[src/core/wdog_pkg.sv]
// constants, types and register map of the current gated window watchdog
// assumes a single 40 MHz clock and classic wishbone register access
package wdog_pkg;
	localparam int unsigned CLK_HZ = 40_000_000;
	localparam int unsigned CYC_PER_MS = CLK_HZ / 1000;
	// window times in ms, stand-ins for the capacitor timing
	localparam int unsigned TIMEOUT_MS = 40;
	localparam int unsigned DPULSE_MS = 10;
	localparam int unsigned HOLD_MS = 20;
	localparam int unsigned TIMEOUT_CYC = TIMEOUT_MS * CYC_PER_MS;
	localparam int unsigned DPULSE_CYC = DPULSE_MS * CYC_PER_MS;
	localparam int unsigned HOLD_CYC = HOLD_MS * CYC_PER_MS;

	// register byte addresses
	localparam logic [7:0] A_STATUS = 8'h00;
	localparam logic [7:0] A_MASK = 8'h04;
	localparam logic [7:0] A_STATE = 8'h08;
	localparam logic [7:0] A_TIMEOUT = 8'h0C;
	localparam logic [7:0] A_DPULSE = 8'h10;
	localparam logic [7:0] A_HOLD = 8'h14;

	// event bits of status and mask
	localparam int unsigned NEV = 4;
	localparam int unsigned EV_FAULT = 0;
	localparam int unsigned EV_TRIG = 1;
	localparam int unsigned EV_ON = 2;
	localparam int unsigned EV_OFF = 3;
	localparam logic [NEV-1:0] EV_NONE = 4'h0;

	// state register fields
	localparam int unsigned F_MON = 4;
	localparam int unsigned F_WO = 5;
	localparam int unsigned F_UV = 6;

	// pin struct bit count, all pins synchronised together
	localparam int unsigned NPIN = 6;

	typedef enum logic [3:0] {
		ST_IDLE = 4'h1,
		ST_OPEN = 4'h2,
		ST_CLOSED = 4'h4,
		ST_FAULT = 4'h8
	} wd_state_e;

	typedef struct packed {
		logic trigger_input;
		logic adjust_low;
		logic adjust_high;
		logic cur_at_activation;
		logic cur_at_deactivation;
		logic undervoltage;
	} pins_s;

	typedef struct packed {
		logic cyc;
		logic stb;
		logic we;
		logic [7:0] adr;
		logic [3:0] sel;
		logic [31:0] dat;
	} wb_req_s;
endpackage : wdog_pkg

[src/core/current_gated_window_watchdog.sv]
// window watchdog gated by a load current detector with hysteresis
// assumes asynchronous pin levels from the analog front end and a wishbone master
//
// Added by the designer: the Wishbone slave port and the placing of the registers.
`timescale 1ns/1ps
`default_nettype none
module current_gated_window_watchdog #(
	parameter logic [31:0] TIMEOUT_CYC_P = 32'(wdog_pkg::TIMEOUT_CYC),
	parameter logic [31:0] DPULSE_CYC_P = 32'(wdog_pkg::DPULSE_CYC),
	parameter logic [31:0] HOLD_CYC_P = 32'(wdog_pkg::HOLD_CYC)
) (
	// clock and reset
	input wire logic clk_i,
	input wire logic rst_i,
	// asynchronous pin levels
	input wire wdog_pkg::pins_s pins_i,
	// wishbone slave
	input wire wdog_pkg::wb_req_s wb_req_i,
	output logic [31:0] wb_dat_o,
	output logic wb_ack_o,
	// pin outputs and interrupt
	output logic watchdog_fault_out_o,
	output logic undervoltage_reset_out_o,
	output logic combined_fault_reset_out_o,
	output logic irq_o
);
	import wdog_pkg::*;

	// three stage synchronisers; reset to zero models the trigger pull-down
	logic [NPIN-1:0] s1_q, s2_q, s3_q, flt_q, flt_d;
	pins_s pin;
	logic trig_prev_q;
	logic rise;

	genvar gi;
	generate
		for (gi = 0; gi < NPIN; gi++) begin : g_filt
			assign flt_d[gi] = (s2_q[gi] == s3_q[gi]) ? s3_q[gi] : flt_q[gi];
		end
	endgenerate

	always_ff @(posedge clk_i) begin
		if (rst_i) begin
			s1_q <= '0;
			s2_q <= '0;
			s3_q <= '0;
			flt_q <= '0;
			trig_prev_q <= 1'b0;
		end else begin
			s1_q <= pins_i;
			s2_q <= s1_q;
			s3_q <= s2_q;
			flt_q <= flt_d;
			trig_prev_q <= pin.trigger_input;
		end
	end

	assign pin = pins_s'(flt_q);
	assign rise = pin.trigger_input & ~trig_prev_q;

	// comparator hysteresis and monitoring decision
	logic hyst_q, hyst_d;
	logic mon;

	always_comb begin
		hyst_d = hyst_q;
		if (pin.cur_at_activation) begin
			hyst_d = 1'b1;
		end else if (pin.cur_at_deactivation) begin
			hyst_d = 1'b0;
		end
	end

	always_ff @(posedge clk_i) begin
		if (rst_i) begin
			hyst_q <= 1'b0;
		end else begin
			hyst_q <= hyst_d;
		end
	end

	// tied low wins over tied high if both ever show
	assign mon = ~pin.undervoltage & ~pin.adjust_low
		& (pin.adjust_high | hyst_q);

	// watchdog state machine
	wd_state_e st_q, st_d;
	logic [31:0] to_q, to_d, win_q, win_d;
	logic [31:0] to_lim_q, dp_lim_q, hold_lim_q;
	logic [NEV-1:0] ev;
	logic to_done, dp_done, hold_done;

	// plus one compare avoids underflow when a limit is written as zero
	assign to_done = (to_q + 32'h1) >= to_lim_q;
	assign dp_done = (win_q + 32'h1) >= dp_lim_q;
	assign hold_done = (win_q + 32'h1) >= hold_lim_q;

	always_comb begin
		st_d = st_q;
		to_d = to_q;
		win_d = win_q;
		ev = EV_NONE;
		if (pin.undervoltage) begin
			st_d = ST_IDLE;
			to_d = '0;
			win_d = '0;
		end else begin
			case (st_q)
				ST_IDLE: begin
					if (mon) begin
						st_d = ST_OPEN;
						to_d = '0;
						win_d = '0;
						ev[EV_ON] = 1'b1;
					end
				end
				ST_OPEN: begin
					if (!mon) begin
						st_d = ST_IDLE;
						to_d = '0;
						win_d = '0;
						ev[EV_OFF] = 1'b1;
					end else if (rise) begin
						st_d = ST_CLOSED;
						to_d = '0;
						win_d = '0;
						ev[EV_TRIG] = 1'b1;
					end else if (to_done) begin
						st_d = ST_FAULT;
						win_d = '0;
						ev[EV_FAULT] = 1'b1;
					end else begin
						to_d = to_q + 32'h1;
					end
				end
				ST_CLOSED: begin
					if (!mon) begin
						st_d = ST_IDLE;
						to_d = '0;
						win_d = '0;
						ev[EV_OFF] = 1'b1;
					end else if (rise || to_done) begin
						st_d = ST_FAULT;
						win_d = '0;
						ev[EV_FAULT] = 1'b1;
						ev[EV_TRIG] = rise;
					end else begin
						to_d = to_q + 32'h1;
						if (dp_done) begin
							st_d = ST_OPEN;
						end else begin
							win_d = win_q + 32'h1;
						end
					end
				end
				ST_FAULT: begin
					// edges here are ignored, mon loss does not shorten the hold
					if (hold_done) begin
						st_d = mon ? ST_OPEN : ST_IDLE;
						to_d = '0;
						win_d = '0;
						ev[EV_ON] = mon;
					end else begin
						win_d = win_q + 32'h1;
					end
				end
				default: begin
					st_d = ST_IDLE;
				end
			endcase
		end
	end

	logic wo_q, ruv_q, comb_q;

	always_ff @(posedge clk_i) begin
		if (rst_i) begin
			st_q <= ST_IDLE;
			to_q <= '0;
			win_q <= '0;
			wo_q <= 1'b1;
			ruv_q <= 1'b1;
			comb_q <= 1'b1;
		end else begin
			st_q <= st_d;
			to_q <= to_d;
			win_q <= win_d;
			wo_q <= st_d != ST_FAULT;
			ruv_q <= ~pin.undervoltage;
			comb_q <= (st_d != ST_FAULT) & ~pin.undervoltage;
		end
	end

	// wishbone registers and interrupt
	logic [NEV-1:0] sts_q, sts_d, msk_q, msk_d;
	logic [31:0] to_lim_d, dp_lim_d, hold_lim_d, dat_d, dat_q;
	logic ack_q, hit, wr, irq_q;

	function automatic logic at(input logic [7:0] adr, input logic [7:0] off);
		at = adr == off;
	endfunction : at

	function automatic logic [31:0] merge(input logic [31:0] old, input logic [31:0] nw,
		input logic [3:0] sel);
		merge = old;
		for (int b = 0; b < 4; b++) begin
			if (sel[b]) begin
				merge[b*8 +: 8] = nw[b*8 +: 8];
			end
		end
	endfunction : merge

	assign hit = wb_req_i.cyc & wb_req_i.stb & ~ack_q;
	assign wr = hit & wb_req_i.we;

	always_comb begin
		logic [31:0] cl;
		logic [31:0] mm;
		cl = '0;
		mm = '0;
		msk_d = msk_q;
		to_lim_d = to_lim_q;
		dp_lim_d = dp_lim_q;
		hold_lim_d = hold_lim_q;
		if (wr && at(wb_req_i.adr, A_STATUS)) begin
			cl = merge(32'h0, wb_req_i.dat, wb_req_i.sel);
		end else if (wr && at(wb_req_i.adr, A_MASK)) begin
			mm = merge({28'h0, msk_q}, wb_req_i.dat, wb_req_i.sel);
			msk_d = mm[NEV-1:0];
		end else if (wr && at(wb_req_i.adr, A_TIMEOUT)) begin
			to_lim_d = merge(to_lim_q, wb_req_i.dat, wb_req_i.sel);
		end else if (wr && at(wb_req_i.adr, A_DPULSE)) begin
			dp_lim_d = merge(dp_lim_q, wb_req_i.dat, wb_req_i.sel);
		end else if (wr && at(wb_req_i.adr, A_HOLD)) begin
			hold_lim_d = merge(hold_lim_q, wb_req_i.dat, wb_req_i.sel);
		end
		// a new event beats a write-one clear in the same cycle
		sts_d = (sts_q & ~cl[NEV-1:0]) | ev;
		dat_d = '0;
		if (at(wb_req_i.adr, A_STATUS)) begin
			dat_d = {28'h0, sts_q};
		end else if (at(wb_req_i.adr, A_MASK)) begin
			dat_d = {28'h0, msk_q};
		end else if (at(wb_req_i.adr, A_STATE)) begin
			dat_d = {25'h0, ruv_q, wo_q, mon, st_q};
		end else if (at(wb_req_i.adr, A_TIMEOUT)) begin
			dat_d = to_lim_q;
		end else if (at(wb_req_i.adr, A_DPULSE)) begin
			dat_d = dp_lim_q;
		end else if (at(wb_req_i.adr, A_HOLD)) begin
			dat_d = hold_lim_q;
		end
	end

	always_ff @(posedge clk_i) begin
		if (rst_i) begin
			sts_q <= EV_NONE;
			msk_q <= EV_NONE;
			to_lim_q <= TIMEOUT_CYC_P;
			dp_lim_q <= DPULSE_CYC_P;
			hold_lim_q <= HOLD_CYC_P;
			ack_q <= 1'b0;
			dat_q <= '0;
			irq_q <= 1'b0;
		end else begin
			sts_q <= sts_d;
			msk_q <= msk_d;
			to_lim_q <= to_lim_d;
			dp_lim_q <= dp_lim_d;
			hold_lim_q <= hold_lim_d;
			ack_q <= hit;
			dat_q <= hit ? dat_d : 32'h0;
			irq_q <= |(sts_d & msk_d);
		end
	end

	assign wb_dat_o = dat_q;
	assign wb_ack_o = ack_q;
	assign watchdog_fault_out_o = wo_q;
	assign undervoltage_reset_out_o = ruv_q;
	assign combined_fault_reset_out_o = comb_q;
	assign irq_o = irq_q;
endmodule : current_gated_window_watchdog
`default_nettype wire

[config.mk]
export PLATFORM = sky130hd
export DESIGN_NAME = current_gated_window_watchdog
export DESIGN_NICKNAME = d
export VERILOG_FILES = /design/src/core/wdog_pkg.sv /design/src/core/current_gated_window_watchdog.sv
export SDC_FILE = /design/constraint.sdc
export NUM_CORES = 1
export LEC_CHECK = 0
export ABC_AREA = 1
export BUFFER_PORTS_ARGS = -buffer_cell sky130_fd_sc_hd__clkbuf_2
export CAP_MARGIN = 20
export CORE_ASPECT_RATIO = 0.7
export CORE_UTILIZATION = 55
export DETAILED_ROUTE_END_ITERATION = 8
export GPL_TIMING_DRIVEN = 0
export PLACE_DENSITY_LB_ADDON = 0.25
export SYNTH_ARGS = -nofsm -noshare
export SYNTH_HDL_FRONTEND = slang
export SYNTH_SLANG_ARGS = --single-unit
[constraint.sdc]
create_clock -name clk_i -period 2.8 [get_ports clk_i]
set_input_delay 0.56 -clock clk_i [delete_from_list [all_inputs] [get_ports clk_i]]
set_output_delay 0.56 -clock clk_i [all_outputs]
set_load 0.03 [all_outputs]
==> results of run 1 <==
## final cells by class
class	instances	area (µm²)	area share, %
multi-input cells	1213	8048	47.08
inverters	287	1086	6.354
flip-flops and latches	235	4818	28.19
clock inverters	13	221.5	1.296
diodes	1	2.502	0.01464
well taps	312	390.4	2.284
plain buffers	61	455.4	2.665
repair buffers	191	1383	8.089
clock buffers	31	688.2	4.026
## cells in the final DEF, fill, tap and decap left out, drive strengths merged, types with 13 or more instances in the layout
master,instances
dfxtp,235
nor2,204
nand3,53
a21oi,233
ha,98
nor3,23
nand4,61
clkbuf,158
buf,124
inv,287
xor2,37
a211oi,13
o21ai,111
nand2,281
o22ai,31
## cell families (layout without fill, tap and decap cells)
group / count (synthesis) / after routing / synth area share, %
AND/OR/NAND/NOR: 648 / 648 / 23.00
XOR/XNOR: 47 / 47 / 3.227
AO/OA/AOI/OAI: 420 / 420 / 17.45
other: 0 / 1 / 0
flip-flops: 235 / 235 / 36.22
adder cells (fa/ha/maj): 98 / 98 / 9.440
buffers and inverters: 349 / 583 / 10.66
## state kept, by name (all words and copies together), names as in the netlist, 4 cells and up
| name | count |
|---|---|
| to_lim_q | 32 |
| s3_q | 6 |
| wb_dat_o | 32 |
| st_q | 4 |
| s1_q | 6 |
| dp_lim_q | 32 |
| msk_q | 4 |
| flt_q | 6 |
| s2_q | 6 |
| to_q | 32 |
| hold_lim_q | 32 |
| win_q | 32 |
| sts_q | 4 |
## worst max-delay path, cell delays in order, from the launching register on
cell	delay [ns]
dfxtp_4	0.38
ha_4	0.16
nand3_4	0.11
buf_12	0.15
nor4_4	0.33
buf_4	0.19
xor2_2	0.17
inv_1	0.08
ha_1	0.29
nand2_1	0.06
nor2_1	0.15
nand2_1	0.10
nor2_1	0.14
nor2_1	0.06
nand2_1	0.11
nand2_4	0.10
nand3_4	0.14
nand2_4	0.07
nand3_4	0.14
buf_12	0.15
buf_8	0.13
nand2_2	0.05
o21ai_1	0.09
nor2_1	0.07
## power by group
group          leakage [nW]  total (mW)  switching, mW  internal (mW)
clock network         0.448        3.74           1.45           2.29
registers              1.93        3.35         0.0125           3.34
logic                  5.34       0.329          0.222          0.107
## stage by stage
stage	setup slack [ns]	cell area, µm²
3_5_place_dp	-1.403	13980
6_report	-0.7713	17090
4_1_cts	-0.5220	16520
2_1_floorplan	-0.1043	13140
5_1_grt	-0.9147	17090
3_3_place_gp	-1.319	13980
## repair_timing
action	CTS	global route
setup endpoints to repair	73	73
endpoints found under the hold margin	0	0
pin swaps	68	52
gates cloned	4	3
gates resized for setup	254	95
setup buffers	78	17
## worst min-delay path by stage
stage                         end  slack [ns]  cells past startpoint  startpoint
after floorplan           s2_q[0]        0.39                      2     s1_q[0]
after global placement    s2_q[4]        0.39                      2     s1_q[4]
after detailed placement  s2_q[2]        0.39                      2     s1_q[2]
after CTS                 s1_q[0]        0.21                      3   pins_i[0]
after global routing      s1_q[0]        0.21                      3   pins_i[0]
final                     s1_q[0]        0.21                      3   pins_i[0]
## metal layers
metal  wire, µm  global-route usage [%]  vias up
met5          0                       0        -
met4       1829                   12.58        0
met3       4445                   6.292      162
met2      19390                   54.64      818
met1      18910                   49.26     6331
li1           -                       -     6383
==> impl_metrics.csv, run 1 <==
group,metric,value,unit
drt,drc,0,
synthesis,syn_nets,1950,
placed_design,routabilityCongestion,1.001,
clock_network,cts_buffers,25,
sta,fin_crit,3.571,ns
global_route,first_global_vias,12420,
die,pin_count,92,
synthesis,synth_cells,1797,
run_status,status,"finished, violations left",
clock_network,cts_hold_buf,0,
worst_setup_path,start_kind,"register",
die,die_area,24240,µm²
worst_setup_path,cp.required,3.20,ns
drt,dr.first_iter.drc_count,1612,
worst_setup_path,crit_path_end_kind,"register",
worst_setup_path,reg2reg_slack,-0.77,ns
sta,setup_viol_count_final,73,
worst_setup_path,reg2reg_from,"to_q[0]",
power,power_density,434.3,nW/µm²
power,finalPower,7.424,mW
drt,routed_wl,44580,µm
clock_network,clk_pin_slew,0.06,ns
finish,drive_gt1_share,28.11,%
drt,avgViaCountPerCell,5.842,
min_path,hp-class,"input port to register",
global_route,grt_max_degree,15,
synthesis,yosys-top-cells-count,"272 x nand2_1, 271 x inv_1, 235 x dfxtp_1",
synthesis,netlist_area,12990,µm²
worst_setup_path,r2r_end,"to_q[22]",
die,start_util,56.70,%
synthesis,synth-edff-count,0,
clock_network,cts_buffer_depth,3,
die,design.core.area,22910,µm²
synthesis,async_reset_ff_share,0,%
synthesis,yosys-top-cells-area,"dfxtp_1 36%, ha_1 9.4%, a21oi_1 8.9%, nand2_1 7.9%, inv_1 7.8%",
placed_design,dp_cells,2199,
finish,nets,2167,
synthesis,ys_warn_count,0,
worst_setup_path,worst_r2r_path_depth,23,
sta,max_freq,280.0,MHz
synthesis,post_synth.cell_area_avg,7.228,µm²
finish,post-route-util,74.62,%
sta,slew_headroom,38.53,%
placed_design,hpwlAfterDp,30590,µm
sta,setup_ws,-0.7713,ns
clock_network,clock_latency,0.54,ns
clock_network,clockRootBuffer,"clkbuf_16",
placed_design,port_buffers,90,
synthesis,ys_seq_area_share,36.22,%
sta,post-route-period-util,127.5,%
run,cap_violations,0,
global_route,antenna_found_initial,1,
sta,tns,-47.69,ns
drt,num_vias,13690,
run_status,violations,"setup timing",
synthesis,synth_flop_cell,"dfxtp_1",
sta,slew_violations,0,
synthesis,yosys_register_bits,235,
sta,final_hold_viol_count,0,
drt,wl_per_cell,19.02,µm
synthesis,ys_types,52,
power,ir_worst_vdd,0.0004767,V
synthesis,netlist.area_leader.share,36.22,%
sta,fin_skew,0.01097,ns
worst_setup_path,endpoint,"to_q[22]",
global_route,gr-total-overflow,0,
sta,worstMarginPinSlew,0.9187,ns
power,leakage,7.714,nW
synthesis,yosys.cell_count.top_type,"nand2_1",
synthesis,yosys.area.top_type,"dfxtp_1",
worst_setup_path,critPathArrivalTime,3.97,ns
clock_network,cts_tree,"built",
global_route,grt_pass1_wl,65820,µm
clock_network,clock_sinks,235,
drt,ant_nets,0,
sta,hold-worst-slack,0.2111,ns
worst_setup_path,crit_start,"to_q[0]",
die,chipWidth,185.7,µm
worst_setup_path,path_max_fanout,5,
worst_setup_path,worstSetupPathType,"register to register",
global_route,gr-usage-all-layers,35.24,%
finish,syn_to_final_growth,31.60,%
finish,fill_cells,1721,
die,die_h,130.6,µm
finish,instances_no_fill,2344,
clock_network,cts_max_level,1,
drt,dr.pass1.iters,8,
die,rows,46,
sta,rsz0062_at_grt,"yes",
(Power assumes the default switching activity.)
==> run 2, diff against run 1 <==
--- a/config.mk
+++ b/config.mk
@@ -13,6 +13,7 @@
 export DETAILED_ROUTE_END_ITERATION = 8
 export GPL_TIMING_DRIVEN = 0
 export PLACE_DENSITY_LB_ADDON = 0.25
+export SKIP_LAST_GASP = 1
 export SYNTH_ARGS = -nofsm -noshare
 export SYNTH_HDL_FRONTEND = slang
 export SYNTH_SLANG_ARGS = --single-unit
==> run 2 against run 1 <==
Against the previous run: the run still ends with setup timing left; clock power is essentially flat; global-route usage shrank 0.11 points; sequential share of layout area shrank 0.47 points; sequential cell count is the same; design area grew 1.8%; cell count grew 0.60%; via count grew 0.89%; worst setup slack lost 0.049 ns; highest routed layer unchanged; combinational power grew 4%; total power grew 0.24%; largest cell class unchanged.
==> impl_metrics.csv, run 2 (synthesized netlist as in run 1, its figures left out) <==
group,metric,value,unit
worst_setup_path,crit_path_end_kind,"register",
clock_network,clock_latency,0.54,ns
finish,mostFrequentLayoutCells,"260 x inv_1, 217 x nand2_1, 198 x a21oi_1",
min_path,hp-class,"input port to register",
clock_network,cts_hold_buf,0,
clock_network,cts_buffers,25,
drt,wl_per_cell,19.35,µm
worst_setup_path,worst_r2r_path_depth,20,
worst_setup_path,start_kind,"register",
drt,num_vias,13820,
finish,seq_area,4823,µm²
die,design.core.area,22910,µm²
placed_design,port_buffers,90,
worst_setup_path,cp.required,3.24,ns
run,cap_violations,0,
power,p_sw_share,22.84,%
placed_design,dp_cells,2199,
power,leakage,7.835,nW
die,chipWidth,185.7,µm
sta,max_freq,276.2,MHz
sta,slew_violations,0,
sta,final_hold_viol_count,0,
sta,setup_ws,-0.8202,ns
sta,rsz0062_at_grt,"yes",
finish,drive_gt1_share,29.29,%
finish,multiInputGateArea,8180,µm²
drt,ant_nets,0,
worst_setup_path,critPathArrivalTime,4.06,ns
sta,fin_skew,0.009641,ns
sta,setup_viol_count_final,73,
drt,avgViaCountPerCell,5.859,
worst_setup_path,worstSetupPathType,"register to register",
run_status,violations,"setup timing",
run_status,status,"finished, violations left",
drt,dr.pass1.iters,6,
global_route,antenna_found_initial,1,
global_route,grt_pass1_wl,65630,µm
finish,instances_no_fill,2358,
clock_network,cts_buffer_depth,3,
clock_network,clockRootBuffer,"clkbuf_16",
sta,worstMarginPinSlew,1.130,ns
clock_network,cts_tree,"built",
worst_setup_path,reg2reg_from,"to_q[3]",
power,seqPwrFrac,45.0,%
die,die_area,24240,µm²
die,rows,46,
drt,dr.first_iter.drc_count,1514,
power,power_density,427.6,nW/µm²
power,combPwrFrac,4.6,%
worst_setup_path,path_max_fanout,5,
sta,post-route-period-util,129.3,%
finish,syn_to_final_growth,33.98,%
worst_setup_path,crit_start,"to_q[3]",
placed_design,dp_slack,-1.403,ns
finish,layout_commonest_cell,"inv_1",
global_route,gr-total-overflow,0,
drt,routed_wl,45620,µm
placed_design,routabilityCongestion,1.001,
die,pin_count,92,
power,clkPwrFrac,50.4,%
placed_design,hpwlAfterDp,30590,µm
sta,slew_headroom,24.40,%
drt,drc,0,
power,ir_worst_vdd,0.0004774,V
power,intPower,5.742,mW
global_route,grt_max_degree,15,
global_route,first_global_vias,12320,
worst_setup_path,r2r_end,"to_q[6]",
clock_network,cts_max_level,1,
die,start_util,56.70,%
sta,fin_crit,3.620,ns
worst_setup_path,endpoint,"to_q[6]",
die,die_h,130.6,µm
power,p_sw,1.699,mW
global_route,gr-usage-all-layers,35.13,%
clock_network,clk_pin_slew,0.06,ns
clock_network,clock_sinks,235,
finish,nets,2181,
worst_setup_path,reg2reg_slack,-0.82,ns
finish,fill_cells,1670,
## run 2: cell count changes in the layout (fill, tap and decap cells not counted), moves of 3 or more
cell	before	now
nand2_4	14	17
clkbuf_16	29	32
a21oi_2	33	29
o21ai_2	12	15
o21ai_1	16	10
nor2_1	153	149
nand2_1	223	217
buf_4	85	96
## run 2: metal layers
layer / wire [µm] / up-vias / GRT usage (%)
met4: 1908 / 0 / 11.96
li1: - / 6403 / -
met2: 19880 / 813 / 54.44
met3: 4622 / 156 / 6.236
met5: 0 / - / 0
met1: 19210 / 6444 / 49.37
## run 2: metrics by stage
step | power [mW] | hold WS [ns] | util [%] | TNS, ns | area [µm²]
5_1_grt | 7.607 | 0.2105 | 75.97 | -59.56 | 17400
4_1_cts | 7.395 | 0.2054 | 72.08 | -33.34 | 16510
3_5_place_dp | 3.714 | 0.3940 | 61.05 | -91.11 | 13980
2_1_floorplan | 3.587 | 0.3883 | - | -3.976 | 13140
3_3_place_gp | 3.709 | 0.3895 | 61.05 | -86.12 | 13980
6_report | 7.441 | 0.2132 | 75.97 | -51.60 | 17400
## run 2: worst min path at each step
stage               slack, ns  startpoint  endpoint  cells after the start
global placement         0.39     s1_q[4]   s2_q[4]                      2
finish                   0.21   pins_i[0]   s1_q[0]                      3
detailed placement       0.39     s1_q[2]   s2_q[2]                      2
CTS                      0.21   pins_i[0]   s1_q[0]                      3
floorplan                0.39     s1_q[0]   s2_q[0]                      2
global route             0.21   pins_i[0]   s1_q[0]                      3
## run 2: power groups by stage
stage          sequential, mW  clock, mW  combinational, mW
3_5_place_dp             3.44          0              0.269
3_3_place_gp             3.44          0              0.265
2_1_floorplan            3.44          0              0.144
4_1_cts                  3.35       3.74              0.302
6_report                 3.35       3.75              0.341
5_1_grt                  3.35       3.90              0.360
## run 2: worst max-delay path, cell delays in order (launching register included)
cell	delay, ns
dfxtp_4	0.37
inv_2	0.08
nor3_4	0.35
nand2_4	0.17
nor2_4	0.14
nand4_1	0.19
xor2_1	0.19
inv_1	0.09
ha_4	0.28
nand2_2	0.06
nor2_2	0.13
nand4_1	0.18
nor2_2	0.27
nand2_4	0.12
nand3_4	0.15
nand2_4	0.07
nand3_4	0.13
buf_12	0.15
buf_8	0.13
o21ai_2	0.06
a21oi_1	0.21
## run 2: repair_timing
action                                  in CTS  in global routing
endpoints found under the setup margin      73                 73
hold endpoints to repair                     0                  0
pin swaps                                   68                 61
cloned                                       4                  6
setup buffers                               78                 30
resized for setup                          252                128
## run 2: final cells by class
| type | instances | share of cell area [%] |
|---|---|---|
| Multi-Input combinational cell | 1213 | 47.01 |
| Tap cell | 312 | 2.243 |
| Timing Repair Buffer | 205 | 8.843 |
| Inverter | 287 | 6.284 |
| Antenna cell | 1 | 0.01438 |
| Clock inverter | 13 | 1.273 |
| Sequential cell | 235 | 27.72 |
| Clock buffer | 31 | 3.954 |
| Buffer | 61 | 2.667 |
==> run 3, diff against run 2 <==
--- a/config.mk
+++ b/config.mk
@@ -9,11 +9,13 @@
 export BUFFER_PORTS_ARGS = -buffer_cell sky130_fd_sc_hd__clkbuf_2
 export CAP_MARGIN = 20
 export CORE_ASPECT_RATIO = 0.7
-export CORE_UTILIZATION = 55
+export CORE_UTILIZATION = 45
+export CTS_BUF_LIST = sky130_fd_sc_hd__clkbuf_2 sky130_fd_sc_hd__clkbuf_4 sky130_fd_sc_hd__clkbuf_8
 export DETAILED_ROUTE_END_ITERATION = 8
 export GPL_TIMING_DRIVEN = 0
 export PLACE_DENSITY_LB_ADDON = 0.25
 export SKIP_LAST_GASP = 1
+export SLEW_MARGIN = 20
 export SYNTH_ARGS = -nofsm -noshare
 export SYNTH_HDL_FRONTEND = slang
 export SYNTH_SLANG_ARGS = --single-unit
==> run 3 against run 2 <==
Against the previous run: the flow still finishes with violations (setup timing); sequential power about the same; total power decreased by 6.6%; core utilization shrank 16 points; die area rose by 22%; hold slack worse by 0.043 ns; fmax is 1.5% higher; sequential share of layout area increased by 0.81 points; largest power group is now registers.
==> impl_metrics.csv, run 3 (synthesized netlist as in run 1, its figures left out) <==
group,metric,value,unit
run_status,status,"finished, violations left",
run_status,violations,"setup timing",
worst_setup_path,worst_r2r_path_depth,20,
finish,drive_gt1_share,27.57,%
global_route,grt_max_degree,11,
worst_setup_path,cp.required,3.28,ns
placed_design,hpwlAfterDp,31470,µm
placed_design,dp_slack,-1.329,ns
worst_setup_path,critPathArrivalTime,4.05,ns
global_route,gr-usage-all-layers,28.60,%
power,combPwrFrac,4.6,%
finish,instances_no_fill,2414,
clock_network,cts_tree,"built",
worst_setup_path,crit_path_end_kind,"register",
clock_network,clock_sinks,235,
sta,rsz0062_at_grt,"yes",
power,clkPwrFrac,47.1,%
sta,worstMarginPinSlew,0.9351,ns
worst_setup_path,worstSetupPathType,"register to register",
die,pin_count,92,
worst_setup_path,start_kind,"register",
power,p_sw_share,24.67,%
placed_design,dp_cells,2258,
min_path,min_from,"pins_i[5]",
min_path,hold_path_end,"s1_q[5]",
worst_setup_path,path_max_fanout,8,
clock_network,cts_buffer_depth,3,
global_route,antenna_found_initial,1,
clock_network,cts_buffers,39,
clock_network,clockRootBuffer,"clkbuf_8",
die,die_area,29560,µm²
sta,fin_skew,0.02912,ns
drt,routed_wl,43140,µm
placed_design,routabilityCongestion,0.9870,
drt,dr.pass1.iters,6,
drt,wl_per_cell,17.87,µm
min_path,holdPathStages,3,
clock_network,cts_max_level,2,
drt,avgViaCountPerCell,5.454,
power,leakage,7.613,nW
run,cap_violations,0,
power,p_sw,1.714,mW
die,rows,51,
worst_setup_path,crit_start,"to_q[3]",
sta,post-route-period-util,127.4,%
finish,mostFrequentLayoutCells,"260 x inv_1, 218 x nand2_1, 209 x a21oi_1",
finish,post-route-util,60.04,%
clock_network,clk_pin_slew,0.06,ns
drt,num_vias,13170,
finish,fill_cells,2561,
power,power_density,412.2,nW/µm²
finish,syn_to_final_growth,29.80,%
sta,tns,-45.52,ns
sta,slew_headroom,37.66,%
power,intPower,5.235,mW
clock_network,clock_latency,0.58,ns
power,finalPower,6.949,mW
drt,drc,0,
placed_design,port_buffers,90,
sta,max_freq,280.3,MHz
die,start_util,46.26,%
finish,layout_commonest_cell,"inv_1",
min_path,hp-class,"input port to register",
sta,fin_crit,3.568,ns
die,design.core.area,28080,µm²
power,ir_worst_vdd,0.0003691,V
sta,setup_ws,-0.7676,ns
sta,slew_violations,0,
die,die_h,144.1,µm
finish,nets,2168,
global_route,grt_pass1_wl,64600,µm
sta,setup_viol_count_final,73,
worst_setup_path,reg2reg_from,"to_q[3]",
die,chipWidth,205.1,µm
global_route,gr-total-overflow,0,
drt,ant_nets,0,
global_route,first_global_vias,12060,
power,seqPwrFrac,48.3,%
drt,dr.first_iter.drc_count,1229,
sta,final_hold_viol_count,0,
worst_setup_path,r2r_end,"win_q[19]",
worst_setup_path,reg2reg_slack,-0.77,ns
==> run 3: changes by cell type in the layout (fill, tap and decap cells not counted), moves of 7 or more <==
cell,change
clkbuf_8,+46
clkbuf_16,-28
buf_4,-23
a21oi_1,+11
o21ai_1,+11
buf_6,+10
clkbuf_4,+10
o21ai_2,-8
a21oi_2,-7
==> run 3: power by group through the flow <==
stage,logic (mW),registers (mW),clock network [mW]
after floorplan,0.144,3.44,0
after global placement,0.271,3.44,0
after detailed placement,0.275,3.44,0
after CTS,0.303,3.36,3.32
after global routing,0.344,3.35,3.48
final,0.321,3.35,3.27
==> run 3: worst max path at each step <==
stage                end
2_1_floorplan  win_q[23]
3_3_place_gp   win_q[23]
3_5_place_dp   win_q[25]
4_1_cts         win_q[7]
5_1_grt         win_q[8]
6_report       win_q[19]
==> run 3: routing by layer <==
metal	track usage [%]	wire length [µm]
met5	0	0
met4	7.836	954
met3	6.760	3860
met2	44.04	18810
met1	39.76	19510
==> run 3: cell type report <==
| class | instances | area [µm²] | area share (%) |
|---|---|---|---|
| clock inverter | 6 | 36.28 | 0.2152 |
| timing repair buffer | 179 | 1246 | 7.392 |
| sequential | 235 | 4810 | 28.53 |
| tap | 371 | 464.2 | 2.753 |
| multi-input combinational | 1213 | 7999 | 47.45 |
| buffer | 60 | 419.2 | 2.486 |
| clock buffer | 62 | 790.8 | 4.691 |
| inverter | 287 | 1091 | 6.472 |
| antenna | 1 | 2.502 | 0.01484 |
==> run 3: worst max-delay path, stage by stage, from the launching register on <==
cell and delay [ns]:
dfxtp_4 0.37, inv_4 0.05, nor3_4 0.30, nand2_4 0.15
nor3_2 0.27, nand2_1 0.10, nand2_1 0.13, inv_1 0.06
ha_1 0.30, a21o_1 0.18, nor2_1 0.15, a21oi_2 0.10
nor2_4 0.17, buf_6 0.13, buf_6 0.09, nand4_1 0.15
buf_4 0.21, nand2_8 0.12, clkbuf_16 0.16, nand4_1 0.08
a21oi_1 0.15
==> run 3: per-stage QoR <==
step                hold WS [ns]  area [µm²]
floorplan                 0.3883       13140
global placement          0.3911       14060
detailed placement        0.3920       14060
CTS                       0.1462       16340
global route              0.1621       16860
finish                    0.1703       16860
==> run 3: what timing repair did <==
item | in CTS | in global routing
buffers inserted | 63 | 22
hold buffers | 0 | 0
pin swaps | 60 | 86
cloned | 4 | 2
gates resized for setup | 240 | 97
setup endpoints to repair | 73 | 73
